===== src/verilog/gpps_pkg.sv =====
// Package with register map, field layout and carrier types of the port block
`default_nettype none
package gpps_pkg;
    // Register byte offsets
    localparam logic [7:0] OFS_DIR = 8'h00;
    localparam logic [7:0] OFS_LEVEL = 8'h04;
    localparam logic [7:0] OFS_LATCH = 8'h08;
    localparam logic [7:0] OFS_ANSEL = 8'h0C;
    localparam logic [7:0] OFS_ALT = 8'h10;
    // Implemented bits of all registers but level, and the direction bit fixed at one
    localparam logic [5:0] DIR_MASK = 6'h37;
    localparam logic [5:0] DIR_FIXED = 6'h08;
    localparam logic [5:0] LAT_MASK = 6'h37;
    localparam logic [5:0] ANS_MASK = 6'h17;
    localparam logic [7:0] ALT_MASK = 8'h3B;
    // Reset values
    localparam logic [5:0] DIR_RST = 6'h3F;
    localparam logic [5:0] LAT_RST = 6'h00;
    localparam logic [5:0] ANS_RST = 6'h17;
    localparam logic [7:0] ALT_RST = 8'h00;
    // Field positions in the alternate select register
    localparam int ALT_SDO = 5;
    localparam int ALT_SS = 4;
    localparam int ALT_GATE = 3;
    localparam int ALT_CLC = 1;
    localparam int ALT_NCO = 0;
    // Pin positions
    localparam int PIN_1 = 1;
    localparam int PIN_2 = 2;
    localparam int PIN_3 = 3;
    localparam int PIN_4 = 4;
    localparam int PIN_5 = 5;

    // Peripheral outputs that may take over a pin
    typedef struct packed {
        logic sdoOut;
        logic sdoEn;
        logic clcOut;
        logic clcEn;
        logic ncoOut;
        logic ncoEn;
    } gpps_periph_type;

    // Peripheral inputs fed from the pins
    typedef struct packed {
        logic slaveSel;
        logic timerGate;
    } gpps_route_in_type;

    // APB answer
    typedef struct packed {
        logic [31:0] prdata;
        logic pready;
        logic pslverr;
    } gpps_apb_rsp_type;

    // Whole state of the block
    typedef struct packed {
        logic [5:0] dir;
        logic [5:0] lat;
        logic [5:0] ansel;
        logic [7:0] alt;
        gpps_apb_rsp_type rsp;
        logic [5:0] padOut;
        logic [5:0] padOe;
        logic [5:0] pcOut;
        logic [5:0] pcOvr;
        gpps_route_in_type routed;
    } gpps_state_type;
endpackage
`default_nettype wire


===== src/verilog/gpps_port.sv =====
// Six-bit general purpose port with analog select and peripheral pin steering
//
// Summary of operation
// - Latch write equals pin-level register write
// - Latch reads latch; level reads pins
// - Analog select disables digital input buffer
// - Enabled peripheral blocks general output, readable
// - Steering forces the pin driver on; overrides follow selection
// - Bit 5: serial out on a4/c2
// - Bit 4: slave select from a3/c3
// - Bit 3: timer gate from a3/a4
// - Bit 1: logic cell on c5/a2
// - Bit 0: oscillator output on a4/c1
// - Select bits 7,6,2 read zero
// - Six pins each with level; all but a3 with direction, latch
// - Direction 1 input, 0 drives latch
// - Pin a3 input only, direction reads one
// - Level write samples pins, merges, latches
// - Direction still gates driver on analog pins
// - Analog pins read zero digitally
// - Analog select never affects digital output
// - Analog select resets to analog
//
// The register addresses and the APB slave port were decided locally.
`default_nettype none
module gpps_port
    import gpps_pkg::*;
(
    input wire logic clk,
    input wire logic rst,
    // APB slave
    input wire logic psel,
    input wire logic penable,
    input wire logic pwrite,
    input wire logic [7:0] paddr,
    input wire logic [31:0] pwdata,
    input wire logic [3:0] pstrb,
    output logic [31:0] prdata,
    output logic pready,
    output logic pslverr,
    // Port A pads
    input wire logic [5:0] padIn,
    output logic [5:0] padOut,
    output logic [5:0] padOe,
    // Port C pads shared with steered functions
    input wire logic [5:0] pcIn,
    output logic [5:0] pcOut,
    output logic [5:0] pcOvr,
    // Peripheral side
    input wire gpps_periph_type periph,
    output gpps_route_in_type routed
);

    // Masked write of one register byte
    function automatic logic [7:0] wrMask(
        input logic [7:0] old,
        input logic [7:0] val,
        input logic [7:0] mask
    );
        wrMask = (old & ~mask) | (val & mask);
    endfunction

    // Register selection
    function automatic logic hit(input logic [7:0] a, input logic [7:0] ofs);
        hit = (a == ofs);
    endfunction

    gpps_state_type s_q; // Registered state
    gpps_state_type s_d; // Next state
    logic [5:0] digIn; // Pin levels after the input buffers
    logic accDone; // Access phase completes at this edge
    logic wrEn; // Write takes effect
    logic rdSample; // Read data captured
    logic [7:0] mergeLvl; // Pin levels merged with written byte
    logic mapped; // Address hits a register

    // Digital input buffer per pin, off while analog is selected
    genvar gi;
    generate
        for (gi = 0; gi < 6; gi++) begin : g_inbuf
            assign digIn[gi] = padIn[gi] & ~s_q.ansel[gi];
        end
    endgenerate

    // Bus handshake decode
    assign accDone = psel & penable & s_q.rsp.pready;
    assign wrEn = accDone & pwrite & ~s_q.rsp.pslverr;
    assign rdSample = psel & penable & ~s_q.rsp.pready;
    assign mapped = hit(paddr, OFS_DIR) | hit(paddr, OFS_LEVEL) | hit(paddr, OFS_LATCH)
        | hit(paddr, OFS_ANSEL) | hit(paddr, OFS_ALT);

    // Current pins merged with the written byte
    always_comb begin
        mergeLvl = {2'h0, digIn};
        if (pstrb[0]) begin
            mergeLvl = pwdata[7:0];
        end
    end

    // Next-state logic
    always_comb begin
        s_d = s_q;
        // Answer one cycle into the access phase
        s_d.rsp.pready = rdSample;
        s_d.rsp.pslverr = rdSample & ~mapped;
        if (rdSample) begin
            s_d.rsp.prdata = 32'h0;
            if (hit(paddr, OFS_DIR)) begin
                s_d.rsp.prdata[5:0] = s_q.dir | DIR_FIXED;
            end
            if (hit(paddr, OFS_LEVEL)) begin
                s_d.rsp.prdata[5:0] = digIn;
            end
            if (hit(paddr, OFS_LATCH)) begin
                s_d.rsp.prdata[5:0] = s_q.lat & LAT_MASK;
            end
            if (hit(paddr, OFS_ANSEL)) begin
                s_d.rsp.prdata[5:0] = s_q.ansel & ANS_MASK;
            end
            if (hit(paddr, OFS_ALT)) begin
                s_d.rsp.prdata[7:0] = s_q.alt & ALT_MASK;
            end
        end else if (accDone) begin
            s_d.rsp.prdata = 32'h0;
        end
        // Register writes land at the completing edge
        if (wrEn) begin
            if (hit(paddr, OFS_DIR) && pstrb[0]) begin
                s_d.dir = 6'(wrMask({2'h0, s_q.dir}, pwdata[7:0], {2'h0, DIR_MASK}));
            end
            if (hit(paddr, OFS_LEVEL)) begin
                // Read-modify-write into the latch
                s_d.lat = 6'(wrMask({2'h0, s_q.lat}, mergeLvl, {2'h0, LAT_MASK}));
            end
            if (hit(paddr, OFS_LATCH) && pstrb[0]) begin
                s_d.lat = 6'(wrMask({2'h0, s_q.lat}, pwdata[7:0], {2'h0, LAT_MASK}));
            end
            if (hit(paddr, OFS_ANSEL) && pstrb[0]) begin
                s_d.ansel = 6'(wrMask({2'h0, s_q.ansel}, pwdata[7:0], {2'h0, ANS_MASK}));
            end
            if (hit(paddr, OFS_ALT) && pstrb[0]) begin
                s_d.alt = wrMask(s_q.alt, pwdata[7:0], ALT_MASK);
            end
        end
        // Plain port drive from latch and direction
        s_d.padOut = s_q.lat;
        s_d.padOe = ~(s_q.dir | DIR_FIXED);
        // Logic cell output on a2 unless steered away
        if (periph.clcEn && !s_q.alt[ALT_CLC]) begin
            s_d.padOut[PIN_2] = periph.clcOut;
            s_d.padOe[PIN_2] = 1'b1;
        end
        // Oscillator outranks serial data on a4
        if (periph.ncoEn && s_q.alt[ALT_NCO]) begin
            s_d.padOut[PIN_4] = periph.ncoOut;
            s_d.padOe[PIN_4] = 1'b1;
        end else if (periph.sdoEn && s_q.alt[ALT_SDO]) begin
            s_d.padOut[PIN_4] = periph.sdoOut;
            s_d.padOe[PIN_4] = 1'b1;
        end
        // Port C takeovers: c1, c2 with bits 0, 5 clear, c5 with bit 1 set
        s_d.pcOut = 6'h00;
        s_d.pcOvr = 6'h00;
        if (periph.ncoEn && !s_q.alt[ALT_NCO]) begin
            s_d.pcOut[PIN_1] = periph.ncoOut;
            s_d.pcOvr[PIN_1] = 1'b1;
        end
        if (periph.sdoEn && !s_q.alt[ALT_SDO]) begin
            s_d.pcOut[PIN_2] = periph.sdoOut;
            s_d.pcOvr[PIN_2] = 1'b1;
        end
        if (periph.clcEn && s_q.alt[ALT_CLC]) begin
            s_d.pcOut[PIN_5] = periph.clcOut;
            s_d.pcOvr[PIN_5] = 1'b1;
        end
        // Steered peripheral inputs
        s_d.routed.slaveSel = s_q.alt[ALT_SS] ? digIn[PIN_3] : pcIn[PIN_3];
        s_d.routed.timerGate = s_q.alt[ALT_GATE] ? digIn[PIN_3] : digIn[PIN_4];
    end

    // State register
    always_ff @(posedge clk) begin
        if (rst) begin
            s_q.dir <= DIR_RST;
            s_q.lat <= LAT_RST;
            s_q.ansel <= ANS_RST;
            s_q.alt <= ALT_RST;
            s_q.rsp <= '0;
            s_q.padOut <= 6'h00;
            s_q.padOe <= 6'h00;
            s_q.pcOut <= 6'h00;
            s_q.pcOvr <= 6'h00;
            s_q.routed <= '0;
        end else begin
            s_q <= s_d;
        end
    end

    // Outputs straight from the state register
    assign prdata = s_q.rsp.prdata;
    assign pready = s_q.rsp.pready;
    assign pslverr = s_q.rsp.pslverr;
    assign padOut = s_q.padOut;
    assign padOe = s_q.padOe;
    assign pcOut = s_q.pcOut;
    assign pcOvr = s_q.pcOvr;
    assign routed = s_q.routed;

endmodule
`default_nettype wire


===== config.mk =====
export PLATFORM = sky130hd
export DESIGN_NAME = gpps_port
export DESIGN_NICKNAME = d
export VERILOG_FILES = /design/src/verilog/gpps_pkg.sv /design/src/verilog/gpps_port.sv
export SDC_FILE = /design/constraint.sdc
export NUM_CORES = 1
export LEC_CHECK = 0
export ABC_CLOCK_PERIOD_IN_PS = 4600
export BUFFER_PORTS_ARGS = -buffer_cell sky130_fd_sc_hd__buf_2
export CAP_MARGIN = 40
export CORE_ASPECT_RATIO = 0.8
export CORE_MARGIN = 2
export CORE_UTILIZATION = 30
export DETAILED_ROUTE_END_ITERATION = 10
export GPL_ROUTABILITY_DRIVEN = 0
export GPL_TIMING_DRIVEN = 0
export PLACE_DENSITY = 0.68
export REMOVE_ABC_BUFFERS = 1
export SYNTH_ARGS = -nofsm -noshare
export SYNTH_HDL_FRONTEND = slang
export SYNTH_SLANG_ARGS = --single-unit

===== constraint.sdc =====
create_clock -name clk -period 4.6 [get_ports clk]
set_input_delay 0.46 -clock clk [delete_from_list [all_inputs] [get_ports clk]]
set_output_delay 0.46 -clock clk [all_outputs]
set_load 0.01 [all_outputs]

==> impl_results.md <==
* PostCTS Resize Cnt at 0
* DR top layer: met4
* Clock slew seen by the registers of the worst setup and hold paths at 0.08 ns
* Full die area at between 8000 and 9000 um2
* Worst slew pin tran at between 0.7 and 0.8 ns
* Antenna Diode Count at 0
* Maximum number of pins on one net before global-route repair at 40
* Number of buffers on the longest clock path at 2
* Critical path endpoint category: register
* Count of flip-flops with a built-in enable after synthesis at 0
* Area Overhead vs Synth at 6.86%
* Number of iterations in the first detailed-routing pass at 4
* Number of rows created at floorplan at 28
* Fin Clk Skew at 0.00982 ns
* Clock latency on the worst-skew pair at roughly 0.30 ns
* CTS Hold Bufs at 0
* Number of global-route vias before repair at 1,647
* Total power after layout at between 0.7 and 0.8 mW
* Synth Area per Inst at 8.52 um2
* Final count of pins violating max slew at 0
* TritonCTS clock tree: done
* Global-route usage over all layers at 0.126
* Port bufs at 58
* Peak fanout along the critical path at 5
* Total length of routed met2 wires at around 2.3 mm
* H-tree depth at 2
* Maximum clock frequency at between 500 and 600 MHz
* Clock buffer count from CTS at 5
* Root Driver: sky130_fd_sc_hd__clkbuf_8
* Wire length of the first global-routing pass at 8.29 mm
* Top cell type by total area after synthesis: sky130_fd_sc_hd__dfxtp_1
* Setup Total Neg Slack at 0 ns
* Average wire length per cell after detail routing at 13.1 um
* Req. time, crit path at around 4.8 ns
* HP Class: primary input to register
* Total gr overflow at 0
* Startpoint Class: primary input
* Synth warn at 0
* Post-route core utilization at 0.334
* Share of flip-flops with an asynchronous set or reset at 0
* Worst VDD drop at approximately 110 uV
* Min cycle time layout at 1.84 ns
* Cell area after technology mapping at between 2000 and 2500 um2
* Net count, final at 372
* Fin. Hold Viols at 0
* Count of final setup violators at 0
* DRC Markers at 0
* Post-CTS setup-driven buffer insertion count at 0
* Most frequent cells after synthesis: sky130_fd_sc_hd__buf_4, sky130_fd_sc_hd__dfxtp_1, sky130_fd_sc_hd__nor2_1
* Die height at 82.9 um
* Number of register bits inferred by synthesis at 45
* Top area cells in the synthesized netlist: sky130_fd_sc_hd__dfxtp_1, sky130_fd_sc_hd__buf_4, sky130_fd_sc_hd__nor2_1
* Initial cell density of the core at 0.313
* Post-detailed-routing wire length at about 5.4 mm
* Placed wire-length estimate at approximately 4.1 mm
* Number of nets still failing antenna checks after routing at 0
* Post-synthesis cell count at around 270
* Leak pwr at about 1.1 nW
* Fraction of layout instances using a drive strength above 1 at 0.249
* Result of the run: complete, no violations
* Core footprint at ~7500 um2
* Met3 WL post-DR at ~530 um
* Most frequently used cell type in the post-synthesis netlist: sky130_fd_sc_hd__buf_4
* Sequential-to-total area share from yosys stat at 0.386
* Met1 layer wirelength in the final routing at approximately 2.5 mm
* Initial detailed-routing violation count at 82
* Count of different cell masters after synthesis at 40
* Number of vias per cell at 4.46
* Unrepaired setup endpoints after global routing: no
* Max transition margin at 0.522
* Clk sinks at between 40 and 50
* Horizontal die dimension at around 100 um
* Cell Pwr Density at 287 nW/um2
* Antenna violations before repair at 0
* Total of fill cells in the finished design at ~800
* Main flop type after synthesis: sky130_fd_sc_hd__dfxtp_1
* Worst R2R Path Depth at 4
* Vias after detailed routing at roughly 1,800
* Hold Path Stages at 2
* Number of top-level design ports at 127
* Part of the cycle the worst path needs at 0.399
* Share of Yosys cell area claimed by the top area cell type at 0.386
* Type of the worst setup path: primary input to register
* Endpoint arrival time on the critical path at between 2 and 2.5 ns
* Number of maximum-capacitance constraint violations at 0
layer usage:
| metal | vias up | track usage |
|---|---|---|
| met1 | 826 | 0.178 |
| met4 | 0 | 0.0400 |
| met2 | 87 | 0.180 |
| met5 | - | 0 |
| li1 | 909 | - |
| met3 | 8 | 0.0379 |
registers in the layout, indices dropped and copies added (netlist names):
| signal | cells |
|---|---|
| padOe | 5 |
| pcOut | 3 |
| padOut | 5 |
| s_q | 16 |
| prdata | 6 |
| pcOvr | 3 |
| pslverr | 1 |
| pready | 1 |
| s_d | 3 |
| routed | 2 |
area by class of cell:
cell class / count / area [um2] / share of cell area
Tap cell: 105 / 131 / 0.0527
Sequential cell: 45 / 901 / 0.361
Timing Repair Buffer: 59 / 295 / 0.118
Clock buffer: 7 / 86.3 / 0.0346
Inverter: 4 / 15.0 / 0.00602
Multi-Input combinational cell: 190 / 1060 / 0.427
worst paths after layout:
| kind | to | slack [ns] | start |
|---|---|---|---|
| worst max-delay path | s_d[25] | 2.76 | paddr[1] |
| worst min-delay path | pcOut[1] | 0.38 | periph[1] |
| worst max register to register | s_q[82] | 2.82 | pready |
| worst min register to register | padOe[1] | 0.43 | s_q[81] |
logic make-up (layout without fill, tap and decap cells):
kind of cell	Yosys count	after routing	synth area share
AO/OA/AOI/OAI	47	47	0.123
buffers and inverters	72	70	0.211
flip-flops	45	45	0.386
multiplexers	16	16	0.0718
other	1	34	0.00161
AND/OR/NAND/NOR	93	93	0.207
metrics by stage:
stage / instances / setup WS (ns) / instance area, um2 / hold slack (ns)
after floorplan: 239 / 2.83 / 1980 / 0.400
after global placement: 402 / 2.52 / 2400 / 0.418
after detailed placement: 403 / 2.46 / 2410 / 0.425
after CTS: 410 / 2.78 / 2490 / 0.371
after global routing: 410 / 2.67 / 2490 / 0.378
final: 410 / 2.76 / 2490 / 0.378
critical path, cell delays in order:
cell and delay (ns):
sky130_fd_sc_hd__buf_2 0.11, sky130_fd_sc_hd__or3_1 0.42, sky130_fd_sc_hd__nor2_1 0.26, sky130_fd_sc_hd__nand4_1 0.37, sky130_fd_sc_hd__mux2_2 0.39
cells in the final DEF, fill, tap and decap left out, types with 6 or more instances in the layout:
cell	netlist	layout
sky130_fd_sc_hd__buf_2	3	59
sky130_fd_sc_hd__dfxtp_1	45	45
sky130_fd_sc_hd__o21ai_0	10	10
sky130_fd_sc_hd__nand2b_1	6	6
sky130_fd_sc_hd__conb_1	1	34
sky130_fd_sc_hd__clkbuf_8	0	6
sky130_fd_sc_hd__nor2_1	29	29
sky130_fd_sc_hd__nand2_1	18	18
sky130_fd_sc_hd__mux2i_1	10	10
sky130_fd_sc_hd__nand3_1	10	10
sky130_fd_sc_hd__a21oi_1	12	12
sky130_fd_sc_hd__mux2_2	6	6
power by group:
| part | switching [mW] | total [mW] | internal (mW) |
|---|---|---|---|
| clock network | 0.129 | 0.249 | 0.119 |
| registers | 0.00117 | 0.394 | 0.393 |
| logic | 0.0485 | 0.0736 | 0.0251 |
| total | 0.179 | 0.717 | 0.537 |
No activity file was read; power rests on OpenSTA's default activity.
